`config.mk`:
```
export PLATFORM = sky130hd
export DESIGN_NAME = filter_gain_parameter_ram
export DESIGN_NICKNAME = d
export VERILOG_FILES = /design/src/common/param_ram_pkg.sv /design/src/filter_gain_parameter_ram.sv
export SDC_FILE = /design/constraint.sdc
export NUM_CORES = 2
export LEC_CHECK = 0
export BUFFER_PORTS_ARGS = -buffer_cell sky130_fd_sc_hd__buf_4
export CORE_AREA = 2 2 416 418
export CTS_BUF_LIST = sky130_fd_sc_hd__clkbuf_4 sky130_fd_sc_hd__clkbuf_8
export DETAILED_ROUTE_END_ITERATION = 16
export DIE_AREA = 0 0 418 420
export MAX_ROUTING_LAYER = met4
export PLACE_DENSITY = 0.5
export SLEW_MARGIN = 20
export SYNTH_ARGS = -nofsm -noshare
export SYNTH_HDL_FRONTEND = slang
export SYNTH_SLANG_ARGS = --single-unit
```
`constraint.sdc`:
```
create_clock -name sys_clk -period 30.2 [get_ports sys_clk]
set_clock_uncertainty 0.2 [all_clocks]
set_input_delay 4.53 -clock sys_clk [delete_from_list [all_inputs] [get_ports sys_clk]]
set_output_delay 4.53 -clock sys_clk [all_outputs]
set_load 0.005 [all_outputs]
```
`src/common/param_ram_pkg.sv`:
```
// package: address map, sizes and reset values of the filter and gain parameter memory
package param_ram_pkg;
  localparam int          ADDR_W        = 8;
  localparam int          DATA_W        = 8;
  localparam int          DEPTH         = 118;
  localparam logic [7:0]  GAIN_BASE     = 8'h80;
  localparam logic [7:0]  GAIN_LAST     = 8'h9f;
  localparam logic [7:0]  FIR1_BASE     = 8'ha0;
  localparam logic [7:0]  FIR1_LAST     = 8'hb5;
  localparam logic [7:0]  FIR2_BASE     = 8'hb6;
  localparam logic [7:0]  FIR2_LAST     = 8'hf5;
  localparam int          GAIN_ENTRIES  = 32;
  localparam int          FIR1_TAPS     = 11;
  localparam int          FIR2_TAPS     = 32;
  localparam logic [7:0]  BYTE_RESET    = 8'h00;
  localparam logic [31:0] UNMAPPED_DATA = 32'h0000_0000;
endpackage : param_ram_pkg

```
`src/filter_gain_parameter_ram.sv`:
```
// module: byte-wide gain table and fir coefficient memory behind an apb slave
//
// Overview of operation
// - 32 signed gain bytes at 128..159
// - first fir: 11 coefficients at 160..181
// - second fir: 32 coefficients at 182..245
// - low byte at lower address, high next
// - master reset clears every location
// - sync input never alters contents
//
// Register access over APB was chosen for this implementation.
`timescale 1ns/100ps
module filter_gain_parameter_ram (
  input  wire logic        sys_clk,
  input  wire logic        reset_n,
  input  wire logic        clk_en,
  input  wire logic        master_reset_n,
  input  wire logic        sync_n,
  input  wire logic        psel,
  input  wire logic        penable,
  input  wire logic        pwrite,
  input  wire logic [31:0] paddr,
  input  wire logic [31:0] pwdata,
  input  wire logic [3:0]  pstrb,
  output logic      [31:0] prdata,
  output logic             pready,
  output logic             pslverr,
  output logic [param_ram_pkg::GAIN_ENTRIES*8-1:0] gain_table,
  output logic [param_ram_pkg::FIR1_TAPS*16-1:0]   first_fir_coefficient_ram,
  output logic [param_ram_pkg::FIR2_TAPS*16-1:0]   second_fir_coefficient_ram
);

  // ****************************************************************
  // reset and pin synchronisers
  // ****************************************************************
  logic [1:0] rst_sync_r;
  logic       rst_n;
  logic [1:0] mst_rst_sync_r;
  logic       mst_rst_n;

  always_ff @(posedge sys_clk or negedge reset_n) begin
    if (!reset_n) begin
      rst_sync_r <= 2'b00;
    end else begin
      rst_sync_r <= {rst_sync_r[0], 1'b1};
    end
  end
  assign rst_n = rst_sync_r[1];

  // master reset pin is asynchronous to sys_clk, so it is synchronised
  always_ff @(posedge sys_clk or negedge rst_n) begin
    if (!rst_n) begin
      mst_rst_sync_r <= 2'b11;
    end else if (clk_en) begin
      mst_rst_sync_r <= {mst_rst_sync_r[0], master_reset_n};
    end
  end
  assign mst_rst_n = mst_rst_sync_r[1];

  // sync_n deliberately unused: contents are immune to it
  logic unused_sync;
  assign unused_sync = sync_n;

  // ****************************************************************
  // apb decode
  // ****************************************************************
  logic [7:0]  byte_addr;
  logic        in_range;
  logic        wr_hit;
  logic [6:0]  idx;
  logic        access_done;
  logic        loaded_r;
  logic [31:0] prdata_r;

  // one byte location per aligned word: byte address = 4 * location
  assign byte_addr = paddr[9:2];
  // anything outside the three regions answers with an error and reads zero
  assign in_range  = (paddr[31:10] == 22'h0) && (paddr[1:0] == 2'b00)
                   && (byte_addr >= param_ram_pkg::GAIN_BASE)
                   && (byte_addr <= param_ram_pkg::FIR2_LAST);
  assign idx       = 7'(byte_addr - param_ram_pkg::GAIN_BASE);
  // ready waits for clk_en and for the read word captured in an earlier cycle
  assign pready      = clk_en && loaded_r;
  assign access_done = psel && penable && pready;
  assign wr_hit      = access_done && pwrite && in_range && pstrb[0];
  assign pslverr     = psel && penable && !in_range;

  // ****************************************************************
  // storage
  // ****************************************************************
  logic [7:0] mem_r [param_ram_pkg::DEPTH];

  always_ff @(posedge sys_clk or negedge rst_n) begin
    if (!rst_n) begin
      for (int i = 0; i < param_ram_pkg::DEPTH; i++) begin
        mem_r[i] <= param_ram_pkg::BYTE_RESET;
      end
    end else if (clk_en) begin
      // a write that falls in a master reset cycle is lost on purpose
      if (!mst_rst_n) begin
        for (int i = 0; i < param_ram_pkg::DEPTH; i++) begin
          mem_r[i] <= param_ram_pkg::BYTE_RESET;
        end
      end else if (wr_hit) begin
        mem_r[idx] <= pwdata[7:0];
      end
    end
  end

  // ****************************************************************
  // read data
  // ****************************************************************
  // the word is captured one edge before the access phase, so prdata comes
  // from flip-flops at no wait-state cost while clk_en stays high
  always_ff @(posedge sys_clk or negedge rst_n) begin
    if (!rst_n) begin
      loaded_r <= 1'b0;
    end else if (clk_en) begin
      if (access_done) begin
        loaded_r <= 1'b0;
      end else if (psel) begin
        loaded_r <= 1'b1;
      end
    end
  end

  always_ff @(posedge sys_clk or negedge rst_n) begin
    if (!rst_n) begin
      prdata_r <= param_ram_pkg::UNMAPPED_DATA;
    end else if (clk_en && psel && !access_done) begin
      if (in_range) begin
        prdata_r <= {24'h0, mem_r[idx]};
      end else begin
        prdata_r <= param_ram_pkg::UNMAPPED_DATA;
      end
    end
  end
  assign prdata = prdata_r;

  // ****************************************************************
  // datapath views of the memory
  // ****************************************************************
  localparam int FIR1_OFS = int'(param_ram_pkg::FIR1_BASE) - int'(param_ram_pkg::GAIN_BASE);
  localparam int FIR2_OFS = int'(param_ram_pkg::FIR2_BASE) - int'(param_ram_pkg::GAIN_BASE);

  // views are plain wiring of the flip-flops, so they settle with the memory
  always_comb begin
    for (int g = 0; g < param_ram_pkg::GAIN_ENTRIES; g++) begin
      gain_table[g*8 +: 8] = mem_r[g];
    end
    for (int c = 0; c < param_ram_pkg::FIR1_TAPS; c++) begin
      first_fir_coefficient_ram[c*16 +: 16] =
        {mem_r[FIR1_OFS + 2*c + 1], mem_r[FIR1_OFS + 2*c]};
    end
    for (int c = 0; c < param_ram_pkg::FIR2_TAPS; c++) begin
      second_fir_coefficient_ram[c*16 +: 16] =
        {mem_r[FIR2_OFS + 2*c + 1], mem_r[FIR2_OFS + 2*c]};
    end
  end

  // ****************************************************************
  // checks
  // ****************************************************************
  // a completed write must sit in its location at the next edge
  chk_write_lands: assert property (@(posedge sys_clk) disable iff (!rst_n)
    wr_hit && mst_rst_n
    |=> mem_r[$past(idx)] == $past(pwdata[7:0]))
    else $error("written byte not stored");
  // captured word must still match the memory when the read completes
  chk_read_data: assert property (@(posedge sys_clk) disable iff (!rst_n)
    access_done && !pwrite && in_range && mst_rst_n && $past(mst_rst_n)
    |-> prdata == {24'h0, mem_r[idx]})
    else $error("read data differs from stored byte");
  chk_master_clears: assert property (@(posedge sys_clk) disable iff (!rst_n)
    clk_en && !mst_rst_n
    |=> gain_table == '0 && first_fir_coefficient_ram == '0
      && second_fir_coefficient_ram == '0)
    else $error("master reset left nonzero content");
  chk_sync_stable: assert property (@(posedge sys_clk) disable iff (!rst_n)
    !sync_n && !wr_hit && mst_rst_n
    |=> $stable(gain_table) && $stable(first_fir_coefficient_ram)
      && $stable(second_fir_coefficient_ram))
    else $error("sync changed memory");
  chk_fir1_high_byte: assert property (@(posedge sys_clk) disable iff (!rst_n)
    wr_hit && mst_rst_n && byte_addr == param_ram_pkg::FIR1_BASE + 8'h01
    |=> first_fir_coefficient_ram[15:8] == $past(pwdata[7:0]))
    else $error("first fir high byte misplaced");
  chk_fir2_low_byte: assert property (@(posedge sys_clk) disable iff (!rst_n)
    wr_hit && mst_rst_n && byte_addr == param_ram_pkg::FIR2_BASE
    |=> second_fir_coefficient_ram[7:0] == $past(pwdata[7:0]))
    else $error("second fir low byte misplaced");
  chk_gain_range: assert property (@(posedge sys_clk) disable iff (!rst_n)
    psel && penable && byte_addr == param_ram_pkg::GAIN_LAST
      && paddr[31:10] == 22'h0 && paddr[1:0] == 2'b00
    |-> !pslverr)
    else $error("gain table end not mapped");
  chk_low_unmapped: assert property (@(posedge sys_clk) disable iff (!rst_n)
    access_done && byte_addr < param_ram_pkg::GAIN_BASE
    |-> pslverr && prdata == param_ram_pkg::UNMAPPED_DATA)
    else $error("address below gain table mapped");
  chk_top_unmapped: assert property (@(posedge sys_clk) disable iff (!rst_n)
    access_done && byte_addr > param_ram_pkg::FIR2_LAST
    |-> pslverr && prdata == param_ram_pkg::UNMAPPED_DATA)
    else $error("address past second fir mapped");
  // a low clock enable holds every stored and read-back value
  chk_enable_freeze: assert property (@(posedge sys_clk) disable iff (!rst_n)
    !clk_en
    |=> $stable(gain_table) && $stable(first_fir_coefficient_ram)
      && $stable(second_fir_coefficient_ram) && $stable(prdata))
    else $error("state moved while clock enable low");
  chk_strobe_off: assert property (@(posedge sys_clk) disable iff (!rst_n)
    access_done && pwrite && !pstrb[0] && mst_rst_n
    |=> $stable(gain_table) && $stable(first_fir_coefficient_ram)
      && $stable(second_fir_coefficient_ram))
    else $error("write with byte lane off changed memory");

  cov_gain_write: cover property (@(posedge sys_clk)
    wr_hit && byte_addr <= param_ram_pkg::GAIN_LAST);
  cov_fir1_write: cover property (@(posedge sys_clk)
    wr_hit && byte_addr == param_ram_pkg::FIR1_LAST);
  cov_fir2_write: cover property (@(posedge sys_clk)
    wr_hit && byte_addr == param_ram_pkg::FIR2_BASE);
  cov_master_rst: cover property (@(posedge sys_clk) !mst_rst_n ##1 mst_rst_n);
  cov_sync_pulse: cover property (@(posedge sys_clk) !sync_n ##1 sync_n);

endmodule : filter_gain_parameter_ram

```
==> summary.md <==
| Metric | Value |
|---|---|
| Fillers | 17,200 |
| Total Routing Usage GR | 0.297 |
| Clk_lat worst skew | 930 ps |
| GRT met1 Usage | 0.359 |
| Fin util | 0.374 |
| Hold WS | 150 ps |
| Synth Area in Adders | 0 |
| Hold-fix buffers at CTS | 0 |
| Synth Area in Compound Gates | 0.197 |
| Placed cells | 7,996 |
| Clock transition at path regs | 60 ps |
| Ports | 1,054 |
| Grt peak-use layer | met2 |
| Vias | 50,700 |
| Mux cell area share after synthesis | 0.0877 |
| Initial antenna violation count | 13 |
| Num rows | 152 |
| Arr. time, crit path | 5810 ps |
| First-pass GRT wire length | 367,000 um |
| Post-CTS Setup Bufs | 0 |
| H-tree depth | 4 |
| Largest family of logic cells by synthesized area | compound AO/OA/AOI/OAI gates |
| Cells after synthesis | 5,305 |
| CP Class | in2out |
| Data required, critical path | 25,470 ps |
| Hold Violations, Final | 0 |
| CTS Buf Count | 182 |
| Total wire length | 263,000 um |
| Slew headroom | 0.173 |
| GR Util met2 | 0.459 |
| Total Power | 5.96 mW |
| Largest net degree at the start of global routing | 254 |
| Final std cells w/o fill | 8,330 |
| Outcome | finished clean |
| GR Overflow Total | 0 |
| CTS tree | yes |
| Met3 capacity usage during global routing | 0.0687 |
| Max Clk Rate | 94.9 MHz |
| RSZ-0062 raised after global routing | false |
| Worst-margin pin slew | 1220 ps |
| Routed wire length per instance | 31.6 um |
| Clk buf depth | 3 |
| Vias in the first global route | 46,100 |
| Crit Path Max Fanout | 35 |
| Die area | 176,000 sq um |
| Final slew viol count | 0 |
| DRT iter0 DRCs | 5,554 |
| Hold Path Class | reg2reg |
| YS warnings | 0 |
| Reg2reg path depth | 9 |
| Root buffer cell | clkbuf_8 |
| Average instance area after synthesis | 9.80 sq um |
| Nets | 6,023 |
| # resized after CTS | 0 |
| Post-synth top area share | 0.460 |
| Post-synthesis cell type count | 73 |
| Top cells by area, synth | dfrtp_1 46%, o311ai_1 16%, nand3_1 9.2% |
| Dpl hpwl | 181,000 um |
| CP endpoint kind | primary output |
| Mapped Area | 52,000 sq um |
| Crit start category | primary input |
| Core area | 171,000 sq um |
| Routed Antenna Nets | 0 |
| Die width | 418 um |
| Routability congestion estimate | 0.891 |
| FF+latch count, synth | 957 |
| Die Ht | 420 um |
| Initial core utilization | 0.304 |
| DR vias/cell | 6.09 |
| Synth Area in Simple Gates | 0.188 |
| Max-cap violation count | 0 |
| Peak supply drop | 0.0435 mV |
| Post-synth EDFFs | 0 |
| Clock sink total | 957 |
| XOR/XNOR share of the synthesized area | 0 |
| Top_reg_cell synth | dfrtp_1 |
| Final Critical Period | 10,540 ps |
| Area Overhead vs Synth | 22.9% |
| Cell depth of the worst hold path | 0 |
| Residual DRC | 0 |
| Sequential-to-total area share from yosys stat | 0.461 |
| Post-synth top area cell | dfrtp_1 |
| Count of final setup violators | 0 |
| # port buffers | 1,001 |
| Ys async rst share | 1.00 |
| Layout cells sized above 1 | 0.273 |
| Post-route clock period utilization | 0.349 |
| Setup TNS | 0 ps |
| P_leak | 26.8 nW |
| Pre-Repair DR Iteration Count | 6 |
| PwrDens | 93.2 nW/um^2 |
-- sequential cells by signal, indices dropped and copies added (netlist names) --
name                        count
second_fir_coefficient_ram    512
first_fir_coefficient_ram     176
loaded_r                        1
gain_table                    256
prdata                          8
mst_rst_sync_r                  2
rst_sync_r                      2
-- routing by layer --
metal	wire length (um)	part of all wire	up-vias
met5	0	0	-
met4	15700	0.060	0
met3	20000	0.076	476
met2	124000	0.47	2363
met1	103000	0.39	26000
li1	-	-	21900
-- critical path, cell delays in order --
cell and delay (ps):
clkbuf_8 270, a21oi_1 330, nor2_4 100, o311a_1 360, buf_4 140
-- stage by stage --
step,setup slack [ps],area (sq um)
2_1_floorplan,1350,52100
3_3_place_gp,19630,59900
3_5_place_dp,19590,60000
4_1_cts,19640,63900
5_1_grt,19590,63900
6_report,19660,63900
-- path summary, 6_finish.rpt --
kind	slack [ps]	from	to
min in group asynchronous	250	rst_sync_r[1]$_DFF_PN0_	second_fir_coefficient_ram[249]$_DFFE_PN0P_
max in group asynchronous	25000	rst_sync_r[1]$_DFF_PN0_	gain_table[225]$_DFFE_PN0P_
hold reg to reg	150	rst_sync_r[0]$_DFF_PN0_	rst_sync_r[1]$_DFF_PN0_
hold / removal	150	rst_sync_r[0]$_DFF_PN0_	rst_sync_r[1]$_DFF_PN0_
setup reg to reg	23760	mst_rst_sync_r[1]$_DFFE_PN1P_	second_fir_coefficient_ram[301]$_DFFE_PN0P_
setup / recovery	19660	paddr[3]	pslverr
-- power by group --
group	leakage, nW	internal [mW]	switching (mW)	total, mW
Clock	2.07	0.784	0.614	1.40
Combinational	11.9	1.09	1.12	2.21
Sequential	12.8	1.75	0.593	2.35
Total	26.8	3.63	2.33	5.96
-- layout by cell type, fill, tap and decap left out, drive strengths merged, types with 6 or more instances in the layout --
| cell | n |
|---|---|
| nand2 | 1144 |
| buf | 1098 |
| nand3 | 962 |
| dfrtp | 955 |
| o311ai | 944 |
| clkbuf | 303 |
| mux4 | 166 |
| o22ai | 77 |
| o221ai | 42 |
| nor2 | 41 |
| mux2 | 40 |
| mux2i | 37 |
| conb | 25 |
| a21oi | 21 |
| nor4 | 21 |
| o21ai | 17 |
| a221oi | 15 |
| inv | 14 |
| diode | 12 |
| nand2b | 12 |
| a211oi | 12 |
| o31ai | 11 |
| clkinv | 10 |
| a32oi | 9 |
| nor2b | 8 |
| a2bb2oi | 8 |
| a22o | 6 |
| o32ai | 6 |
-- cell type report --
type / instances / area [sq um] / share of cell area
clock inverter: 20 / 184 / 0.00288
multi-input combinational: 3697 / 24800 / 0.388
antenna: 12 / 30.0 / 0.000470
inverter: 10 / 38.8 / 0.000607
clock buffer: 302 / 3700 / 0.0579
timing repair buffer: 1099 / 8430 / 0.132
sequential: 957 / 24000 / 0.375
tap: 2233 / 2790 / 0.0437
-- synthesized netlist by cell type, drive strengths merged, types with 3 or more instances --
| library cell | n |
|---|---|
| o21bai | 3 |
| nand2b | 12 |
| and3 | 4 |
| nor2b | 8 |
| o32ai | 6 |
| mux2i | 37 |
| o22a | 5 |
| nand2 | 1144 |
| nand3 | 962 |
| a211oi | 12 |
| inv | 10 |
| nor3 | 5 |
| mux4 | 166 |
| o21ai | 17 |
| buf | 342 |
| dfrtp | 955 |
| o2111ai | 3 |
| o31ai | 11 |
| a221oi | 15 |
| o221ai | 42 |
| a2bb2oi | 8 |
| a22o | 6 |
| nor4 | 21 |
| nor2 | 41 |
| a32oi | 9 |
| a21oi | 21 |
| a22oi | 5 |
| o311ai | 944 |
| and2 | 4 |
| clkbuf | 322 |
| o211ai | 3 |
| mux2 | 40 |
| or2 | 5 |
| nand4 | 5 |
| o22ai | 77 |
| o41ai | 3 |
-- kinds of logic after synthesis --
| family | Yosys count |
|---|---|
| AOI/OAI and AO/OA | 1209 |
| DFF | 957 |
| and+or+nand+nor | 2220 |
| muxes | 243 |
| other | 2 |
| buffers and inverters | 674 |
(Power assumes the default switching activity.)
